`config.mk`:
```
export PLATFORM = sky130hd
export DESIGN_NAME = sfelp_core
export DESIGN_NICKNAME = d
export VERILOG_FILES = /design/src/inc/sfelp_pkg.sv /design/src/sfelp_core.sv
export SDC_FILE = /design/constraint.sdc
export NUM_CORES = 1
export LEC_CHECK = 0
export BUFFER_PORTS_ARGS = -buffer_cell sky130_fd_sc_hd__buf_2
export CORE_AREA = 2 2 155 157
export CTS_BUF_LIST = sky130_fd_sc_hd__clkbuf_4
export DETAILED_ROUTE_END_ITERATION = 8
export DIE_AREA = 0 0 157 159
export GPL_ROUTABILITY_DRIVEN = 0
export PLACE_DENSITY = 0.67
export SYNTH_ARGS = -nofsm -noshare
export SYNTH_HDL_FRONTEND = slang
export SYNTH_SLANG_ARGS = --single-unit
```
`constraint.sdc`:
```
create_clock -name i_core_clk -period 7.5 [get_ports i_core_clk]
set_clock_uncertainty 0.1 [all_clocks]
set_input_delay 0.375 -clock i_core_clk [delete_from_list [all_inputs] [get_ports i_core_clk]]
set_output_delay 0.375 -clock i_core_clk [all_outputs]
set_load 0.02 [all_outputs]
```
`src/inc/sfelp_pkg.sv`:
```
package sfelp_pkg;

  // Opcodes for the handled commands.
  localparam logic [7:0] OP_WRITE_UNLOCK = 8'h06;
  localparam logic [7:0] OP_LOCK_WRITE = 8'he5;
  localparam logic [7:0] OP_SMALL_WIPE = 8'h20;
  localparam logic [7:0] OP_BLOCK_WIPE = 8'hd8;
  localparam logic [7:0] OP_FULL_WIPE = 8'hc7;
  localparam logic [7:0] OP_SLEEP_ENTRY = 8'hb9;
  localparam logic [7:0] OP_SLEEP_EXIT = 8'hab;

  // Frame lengths in serial bits.
  localparam logic [5:0] BITS_OPCODE = 6'h08;
  localparam logic [5:0] BITS_ADDR = 6'h20;
  localparam logic [5:0] BITS_LOCK = 6'h28;

  // Self-timed durations in nanoseconds; cycle counts derive from the 8 ns clock.
  localparam int CLK_PERIOD_NS = 8;
  localparam int SMALL_WIPE_TIME_NS = 4000;
  localparam int BLOCK_WIPE_TIME_NS = 8000;
  localparam int FULL_WIPE_TIME_NS = 16000;
  localparam int SLEEP_ENTER_DELAY_NS = 800;
  localparam int SLEEP_EXIT_DELAY_NS = 800;
  localparam int POWERUP_WRITE_DELAY_NS = 8000;
  localparam int SMALL_WIPE_CYC = (SMALL_WIPE_TIME_NS + CLK_PERIOD_NS - 1) / CLK_PERIOD_NS;
  localparam int BLOCK_WIPE_CYC = (BLOCK_WIPE_TIME_NS + CLK_PERIOD_NS - 1) / CLK_PERIOD_NS;
  localparam int FULL_WIPE_CYC = (FULL_WIPE_TIME_NS + CLK_PERIOD_NS - 1) / CLK_PERIOD_NS;
  localparam int SLEEP_ENTER_CYC = (SLEEP_ENTER_DELAY_NS + CLK_PERIOD_NS - 1) / CLK_PERIOD_NS;
  localparam int SLEEP_EXIT_CYC = (SLEEP_EXIT_DELAY_NS + CLK_PERIOD_NS - 1) / CLK_PERIOD_NS;
  localparam int POWERUP_WRITE_CYC =
      (POWERUP_WRITE_DELAY_NS + CLK_PERIOD_NS - 1) / CLK_PERIOD_NS;

  // Geometry: 64 sectors of 16 subsectors; sector index is A21..A16.
  localparam int SECTOR_MSB = 21;
  localparam int SECTOR_LSB = 16;
  localparam int SUBSEC_LSB = 12;
  localparam int NUM_SECTORS = 64;

  // Sector lock byte layout.
  localparam int LOCK_DOWN_BIT = 1;
  localparam int LOCK_WRITE_BIT = 0;
  localparam logic [1:0] LOCK_RESET = 2'h0;

  typedef enum logic [2:0] {
    SFELP_WIPE_NONE,
    SFELP_WIPE_SMALL,
    SFELP_WIPE_BLOCK,
    SFELP_WIPE_FULL
  } sfelp_wipe_t;

  typedef enum logic [1:0] {
    SFELP_PWR_STANDBY,
    SFELP_PWR_ENTERING,
    SFELP_PWR_SLEEP,
    SFELP_PWR_EXITING
  } sfelp_pwr_t;

  // Wipe request handed to the array control side.
  typedef struct packed {
    logic valid;
    sfelp_wipe_t kind;
    logic [23:0] addr;
  } sfelp_wipe_req_t;

endpackage : sfelp_pkg

```
`src/sfelp_core.sv`:
```
`timescale 1ns/1ps
`default_nettype none

module sfelp_core
  import sfelp_pkg::*;
(
  // Clock and reset.
  input wire logic i_core_clk,
  input wire logic i_sys_rst,
  // Serial link pins from the host.
  input wire logic i_spi_cs_n,
  input wire logic i_spi_clk,
  input wire logic i_serial_in_line,
  // Non-volatile guard bits from the status store.
  input wire logic [2:0] i_area_guard_bits,
  // Status and array control.
  output logic o_write_armed_flag,
  output logic o_cycle_busy_flag,
  output logic o_deep_sleep,
  output sfelp_wipe_req_t o_wipe_req
);

  // Link synchronisers; only the second stage is read by logic.
  logic [1:0] cs_sync_ff, clk_sync_ff, din_sync_ff;
  logic cs_prev_ff, clk_prev_ff;

  always_ff @(posedge i_core_clk) begin
    if (i_sys_rst) begin
      cs_sync_ff <= 2'h3;
      clk_sync_ff <= 2'h0;
      din_sync_ff <= 2'h0;
      cs_prev_ff <= 1'b1;
      clk_prev_ff <= 1'b0;
    end else begin
      cs_sync_ff <= {cs_sync_ff[0], i_spi_cs_n};
      clk_sync_ff <= {clk_sync_ff[0], i_spi_clk};
      din_sync_ff <= {din_sync_ff[0], i_serial_in_line};
      cs_prev_ff <= cs_sync_ff[1];
      clk_prev_ff <= clk_sync_ff[1];
    end
  end

  logic cs_n, sclk_rise, cs_rise, cs_fall;
  assign cs_n = cs_sync_ff[1];
  assign sclk_rise = clk_sync_ff[1] & ~clk_prev_ff & ~cs_n;
  assign cs_rise = cs_sync_ff[1] & ~cs_prev_ff;
  assign cs_fall = ~cs_sync_ff[1] & cs_prev_ff;

  // Frame shifter: bit count saturates so overlong frames stay recognisable.
  logic [39:0] shift_ff, nxt_shift;
  logic [5:0] bitcnt_ff, nxt_bitcnt;
  logic [7:0] opcode_ff, nxt_opcode;

  always_comb begin
    nxt_shift = shift_ff;
    nxt_bitcnt = bitcnt_ff;
    nxt_opcode = opcode_ff;
    if (cs_fall) begin
      nxt_bitcnt = 6'h00;
      nxt_shift = '0;
    end else if (sclk_rise) begin
      nxt_shift = {shift_ff[38:0], din_sync_ff[1]};
      if (bitcnt_ff != 6'h3f) begin
        nxt_bitcnt = bitcnt_ff + 6'h01;
      end
      if (bitcnt_ff == BITS_OPCODE - 6'h01) begin
        nxt_opcode = {shift_ff[6:0], din_sync_ff[1]};
      end
    end
  end

  always_ff @(posedge i_core_clk) begin
    if (i_sys_rst) begin
      shift_ff <= '0;
      bitcnt_ff <= 6'h00;
      opcode_ff <= 8'h00;
    end else begin
      shift_ff <= nxt_shift;
      bitcnt_ff <= nxt_bitcnt;
      opcode_ff <= nxt_opcode;
    end
  end

  // Frame checks at select rise: exact bit counts only.
  logic op_ok, frame_unlock, frame_lock, frame_small, frame_block, frame_full;
  logic frame_sleep_in, frame_sleep_out;
  assign op_ok = cs_rise;
  assign frame_unlock = op_ok && bitcnt_ff == BITS_OPCODE && opcode_ff == OP_WRITE_UNLOCK;
  assign frame_lock = op_ok && bitcnt_ff == BITS_LOCK && opcode_ff == OP_LOCK_WRITE;
  assign frame_small = op_ok && bitcnt_ff == BITS_ADDR && opcode_ff == OP_SMALL_WIPE;
  assign frame_block = op_ok && bitcnt_ff == BITS_ADDR && opcode_ff == OP_BLOCK_WIPE;
  assign frame_full = op_ok && bitcnt_ff == BITS_OPCODE && opcode_ff == OP_FULL_WIPE;
  assign frame_sleep_in = op_ok && bitcnt_ff == BITS_OPCODE && opcode_ff == OP_SLEEP_ENTRY;
  assign frame_sleep_out = op_ok && bitcnt_ff == BITS_OPCODE && opcode_ff == OP_SLEEP_EXIT;

  // Guarded area: the top 2^(n-1) sectors for guard value n, as a simple map.
  function automatic logic guarded(input logic [2:0] bp, input logic [5:0] sec);
    logic [6:0] lim;
    lim = 7'h00;
    if (bp != 3'h0) begin
      lim = 7'(NUM_SECTORS) - (7'h01 << (bp - 3'h1));
    end
    guarded = (bp == 3'h7) || (bp != 3'h0 && {1'b0, sec} >= lim);
  endfunction : guarded

  // Lock store: two bits per sector, volatile.
  logic [1:0] lock_ff [NUM_SECTORS];
  logic [1:0] nxt_lock [NUM_SECTORS];

  logic [23:0] frame_addr, lock_addr;
  logic [5:0] frame_sec, lock_sec;
  assign frame_addr = shift_ff[23:0];
  assign lock_addr = shift_ff[31:8];
  assign frame_sec = frame_addr[SECTOR_MSB:SECTOR_LSB];
  assign lock_sec = lock_addr[SECTOR_MSB:SECTOR_LSB];

  // Control state.
  sfelp_pwr_t pwr_ff, nxt_pwr;
  logic armed_ff, nxt_armed;
  logic busy_ff, nxt_busy;
  logic [31:0] tmr_ff, nxt_tmr;
  logic [31:0] slp_tmr_ff, nxt_slp_tmr;
  logic [31:0] pu_ff, nxt_pu;
  sfelp_wipe_req_t req_ff, nxt_req;

  logic awake, pu_done, may_write;
  assign awake = pwr_ff == SFELP_PWR_STANDBY;
  assign pu_done = pu_ff == 32'(POWERUP_WRITE_CYC);
  assign may_write = awake && !busy_ff && pu_done;

  // Frames differ in opcode or length, so at most one of these is true at a time.
  logic take_unlock, take_lock, take_part, take_full, take_sleep_in, take_sleep_out;
  logic part_open, full_open, launch;
  assign take_unlock = frame_unlock && may_write;
  assign take_lock = frame_lock && may_write && armed_ff;
  assign take_part = (frame_small || frame_block) && may_write && armed_ff;
  assign take_full = frame_full && may_write && armed_ff;
  assign take_sleep_in = frame_sleep_in && awake && !busy_ff;
  assign take_sleep_out = frame_sleep_out && pwr_ff == SFELP_PWR_SLEEP;
  // Protected targets start no wipe, not even a busy cycle.
  assign part_open = !guarded(i_area_guard_bits, frame_sec)
      && !lock_ff[frame_sec][LOCK_WRITE_BIT];
  assign full_open = i_area_guard_bits == 3'h0;
  assign launch = (take_part && part_open) || (take_full && full_open);

  // Power-up write delay: counts once after reset, then holds.
  always_comb begin
    nxt_pu = pu_ff;
    if (!pu_done) begin
      nxt_pu = pu_ff + 32'h1;
    end
  end

  always_ff @(posedge i_core_clk) begin
    if (i_sys_rst) begin
      pu_ff <= 32'h0;
    end else begin
      pu_ff <= nxt_pu;
    end
  end

  // Lock store: volatile bits change at once, with no timed cycle.
  always_comb begin
    for (int i = 0; i < NUM_SECTORS; i++) begin
      nxt_lock[i] = lock_ff[i];
    end
    if (take_lock) begin
      nxt_lock[lock_sec] = {shift_ff[LOCK_DOWN_BIT], shift_ff[LOCK_WRITE_BIT]};
    end
  end

  always_ff @(posedge i_core_clk) begin
    if (i_sys_rst) begin
      for (int i = 0; i < NUM_SECTORS; i++) begin
        lock_ff[i] <= LOCK_RESET;
      end
    end else begin
      for (int i = 0; i < NUM_SECTORS; i++) begin
        lock_ff[i] <= nxt_lock[i];
      end
    end
  end

  // Armed flag: a protected wipe still uses it up, so the host must unlock again.
  always_comb begin
    nxt_armed = armed_ff;
    if (take_unlock) begin
      nxt_armed = 1'b1;
    end else if (take_lock || take_part || take_full) begin
      nxt_armed = 1'b0;
    end
  end

  always_ff @(posedge i_core_clk) begin
    if (i_sys_rst) begin
      armed_ff <= 1'b0;
    end else begin
      armed_ff <= nxt_armed;
    end
  end

  // Wipe cycle: busy stands for exactly the loaded count of cycles.
  always_comb begin
    nxt_busy = busy_ff;
    nxt_tmr = tmr_ff;
    if (tmr_ff != 32'h0) begin
      nxt_tmr = tmr_ff - 32'h1;
    end
    if (busy_ff && tmr_ff == 32'h1) begin
      nxt_busy = 1'b0;
    end
    if (launch) begin
      nxt_busy = 1'b1;
      if (take_full) begin
        nxt_tmr = 32'(FULL_WIPE_CYC);
      end else if (frame_small) begin
        nxt_tmr = 32'(SMALL_WIPE_CYC);
      end else begin
        nxt_tmr = 32'(BLOCK_WIPE_CYC);
      end
    end
  end

  always_ff @(posedge i_core_clk) begin
    if (i_sys_rst) begin
      busy_ff <= 1'b0;
      tmr_ff <= 32'h0;
    end else begin
      busy_ff <= nxt_busy;
      tmr_ff <= nxt_tmr;
    end
  end

  // Request to the array side: one pulse carrying the target of the launched wipe.
  always_comb begin
    nxt_req = req_ff;
    nxt_req.valid = 1'b0;
    if (launch && take_full) begin
      nxt_req.valid = 1'b1;
      nxt_req.kind = SFELP_WIPE_FULL;
      nxt_req.addr = 24'h000000;
    end else if (launch) begin
      nxt_req.valid = 1'b1;
      nxt_req.kind = frame_small ? SFELP_WIPE_SMALL : SFELP_WIPE_BLOCK;
      nxt_req.addr = {2'h0, frame_addr[21:0]};
    end
  end

  always_ff @(posedge i_core_clk) begin
    if (i_sys_rst) begin
      req_ff <= '0;
    end else begin
      req_ff <= nxt_req;
    end
  end

  // Power mode: its own timer, so sleep delays never disturb a wipe count.
  always_comb begin
    nxt_pwr = pwr_ff;
    nxt_slp_tmr = slp_tmr_ff;
    if (slp_tmr_ff != 32'h0) begin
      nxt_slp_tmr = slp_tmr_ff - 32'h1;
    end
    case (pwr_ff)
      SFELP_PWR_ENTERING: begin
        if (slp_tmr_ff == 32'h1) begin
          nxt_pwr = SFELP_PWR_SLEEP;
        end
      end
      SFELP_PWR_SLEEP: begin
        if (take_sleep_out) begin
          nxt_pwr = SFELP_PWR_EXITING;
          nxt_slp_tmr = 32'(SLEEP_EXIT_CYC);
        end
      end
      SFELP_PWR_EXITING: begin
        if (slp_tmr_ff == 32'h1) begin
          nxt_pwr = SFELP_PWR_STANDBY;
        end
      end
      default: begin
        // Select rise alone only deselects; sleep needs its own command.
        if (take_sleep_in) begin
          nxt_pwr = SFELP_PWR_ENTERING;
          nxt_slp_tmr = 32'(SLEEP_ENTER_CYC);
        end
      end
    endcase
  end

  always_ff @(posedge i_core_clk) begin
    if (i_sys_rst) begin
      pwr_ff <= SFELP_PWR_STANDBY;
      slp_tmr_ff <= 32'h0;
    end else begin
      pwr_ff <= nxt_pwr;
      slp_tmr_ff <= nxt_slp_tmr;
    end
  end

  assign o_write_armed_flag = armed_ff;
  assign o_cycle_busy_flag = busy_ff;
  assign o_deep_sleep = pwr_ff == SFELP_PWR_SLEEP;
  assign o_wipe_req = req_ff;

endmodule : sfelp_core

`default_nettype wire

```
==> results <==
- Of all nets on the critical path, the largest fanout is 26.
- The synthesized instance count is 1384.
- Data on the critical path arrives at its endpoint at 4530 ps.
- For this run the aggregate overflow at the end of global routing stands at 0.
- The count of final max-slew check failures was 0.
- The clock insertion delay at the later pin of the skew report is 690 ps.
- For this design the top-level I/O count stands at 39.
- In the final layout, the share of cells above drive strength 1 is 0.140.
- The worst slew margin relative to its limit is 0.226.
- The routed length per placed instance is 15.2 µm.
- Leaving out fill and tap cells, the most frequent cell in the layout is dfxtp_1.
- The distinct cell type count after synthesis is 71.
- In the final layout, the multi-input gates occupy 6270 µm².
- The area overhead of the layout relative to synthesis is 10.0%.
- CTS saw 247 sinks.
- The worst ir drop on vdd is 139 µV.
- The count of nets left with antenna violations once routing finished came out at 0.
- Input and output buffers added on the ports amount to 35.
- The mean area per synthesized cell is 8.42 µm².
- The first global-routing pass estimated 45.1 mm of wire.
- The estimated wirelength of the detail-placed design is 17.5 mm.
- The via count of the first global-routing pass came to 9201.
- The chip height is 159 µm.
- The register cell area after layout is 4950 µm².
- The overall via count from detail_route is 9808.
- Setup repair after global routing left no endpoint under its margin.
- In the post-route analysis, the smallest setup slack over all paths is 3370 ps.
- The total of flip-flops plus latches after synthesis is 247.
- After layout, the design draws a total of 3.94 mW.
- The flow ran to the end, and the final reports show no timing, DRC or antenna violations.
- In this run the cell area of the synthesized design comes to 11700 µm².
- The die covers 25000 µm².
- The shortest clock period the worst path allows after layout is 4130 ps.
- The final setup violation count is 0.
- Of the synthesized area, sequential elements account for 0.424.
- The standard-cell row count is 56.
- The reported max-cap violation count is 0.
- The final total negative setup slack is 0 ps.
- STA classifies the critical path startpoint as a register.
- TritonCTS created 68 clock buffers.
- After clock tree synthesis, the clock-pin slew on the worst setup and hold paths is 60 ps.
- The sort of element at the end of the critical path is a register.
- Entering global routing, the biggest net connects 70 pins.
- The number of buffers between clock root and the deepest sink is 3.
- The number of antenna violations at the first check in global routing is 1.
- TritonCTS built the clock tree.
- The starting DRC count in detailed routing is 746.
- The utilization after layout is 0.553.
- The fmax is 242 MHz.
- The count of filler cells inserted in the layout is 2127.
- The starting utilization of the core area is 0.503.
- For the pin with the worst max-slew slack, the measured transition is 1160 ps.
- Dividing the detail-routed via count by the number of cells gives 5.51.
- The buffer count from post-CTS setup fixing is 0.
- The post-route fraction of the period consumed by the critical path is 0.551.
- The number of enable-type register cells in the synthesized netlist is 0.
- The power density over cell area is 307 nW/µm².
- At the worst endpoint, the required time is 7900 ps.
- After detailed routing, the number of remaining DRC violations is 0.
- The top cell types in the final layout, fill and taps aside, are 246 x dfxtp_1, 229 x nand2_1, 135 x nor2_1.
- The post-place setup slack is 3380 ps.
- The tree is rooted in a clkbuf_4.
- The final-stage net count is 1441.
- The x dimension of the die is 157 µm.
- Setup slack on the worst reg-to-reg path comes out at 3370 ps.
- The worst setup path is of the register to register kind.
- The worst hold slack after final layout is 128 ps.
- In the synthesized netlist the async set-or-reset flop fraction comes to 0.
- In the global route stage, overall resource usage came out at 0.218.
- The tightest min-delay check is of the primary input to register type.
- For this design the static power due to leakage is 4.66 nW.
- The number of endpoints with negative hold slack in the final report is 0.
- The Yosys step of the flow raised 0 warnings.
- The core footprint is 23200 µm².
- The number of H-tree levels is 3.
- In the synthesized netlist the dominant register cell turns out to be dfxtp_1.
- For this block, the routed nets add up to 27.0 mm of wire.
- The detailed-router iteration count before antenna repair is 6.
- The post-cts repair resize count is 0.
-- cell type report --
type / instances / share of cell area
well taps: 319 / 0.0311
multi-input cells: 1026 / 0.488
repair buffers: 50 / 0.0232
clock inverters: 21 / 0.0100
clock buffers: 95 / 0.0556
inverters: 20 / 0.00585
flip-flops and latches: 247 / 0.386
diodes: 1 / 0.000195
-- worst max-delay path, stage by stage, from the launching register on --
cell and delay, ps:
dfxtp_1 900, mux4_2 370, mux2_2 160, a2bb2oi_1 240, nand3_1 800, o211ai_1 360, buf_4 310, a2bb2oi_1 540
a221oi_1 150
-- state kept, by name, indices dropped and copies added, names as in the netlist, named ones only --
name                cells
o_cycle_busy_flag       1
o_write_armed_flag      1
o_wipe_req             25
clk_prev_ff             1
opcode_ff               8
clk_sync_ff             2
tmr_ff                 32
cs_prev_ff              1
slp_tmr_ff             32
lock_ff                64
pwr_ff                  2
din_sync_ff             2
cs_sync_ff              2
bitcnt_ff               6
pu_ff                  32
shift_ff               30
-- worst paths after layout --
path	depth (start not counted)	end	startpoint
hold reg to reg	1	cs_sync_ff[1]	cs_sync_ff[0]
setup reg to reg	8	o_wipe_req[25]	register
hold / removal	2	pu_ff[13]	i_sys_rst
setup / recovery	8	o_wipe_req[25]	register
-- routing by layer --
layer  vias up  global-route usage  routed length (µm)
li1       4921                   -                   -
met1      4601               0.311               13100
met2       241               0.325               11900
met3        45              0.0493                1460
met4         0              0.0730                 530
met5         -                   0                   0
-- repair_timing --
action                                  4_1_cts  5_1_grt
endpoints found under the setup margin        0        0
endpoints found under the hold margin         3        0
hold buffers                                  3        0
-- cell families after synthesis --
kind of cell               Yosys count  synth area share
buffers and inverters              113            0.0391
xor gates and xnor gates            80            0.0601
muxes                               54            0.0639
and+or+nand+nor                    652             0.283
DFF                                247             0.424
other                                1          0.000322
adders and majority gates           20            0.0215
AOI/OAI and AO/OA                  217             0.109
-- power breakdown --
group	total [mW]	internal, mW	switching [mW]
sequential	1.60	1.47	0.138
clock	1.19	0.623	0.568
combinational	1.15	0.487	0.661
-- stage by stage --
step | cell area (µm²) | cells
floorplan | 11700 | 1386
global placement | 12000 | 1659
detailed placement | 12000 | 1659
CTS | 12800 | 1778
global route | 12800 | 1779
finish | 12800 | 1779
-- cell usage after synthesis (all sizes together), types with 12 or more instances --
library cell | number | area, µm²
a21oi | 131 | 656
buf | 27 | 133
clkbuf | 66 | 248
dfxtp | 247 | 4940
ha | 20 | 250
inv | 20 | 75.1
mux2i | 35 | 350
mux4 | 16 | 360
nand2 | 229 | 860
nand2b | 13 | 81.3
nand3 | 90 | 450
nand4 | 17 | 106
nor2 | 135 | 507
nor2b | 14 | 87.6
nor3 | 22 | 115
nor4 | 40 | 383
o21ai | 41 | 209
or2 | 12 | 75.1
or3 | 17 | 114
or4 | 19 | 150
xnor2 | 45 | 394
xor2 | 35 | 307
(Power assumes the default switching activity.)
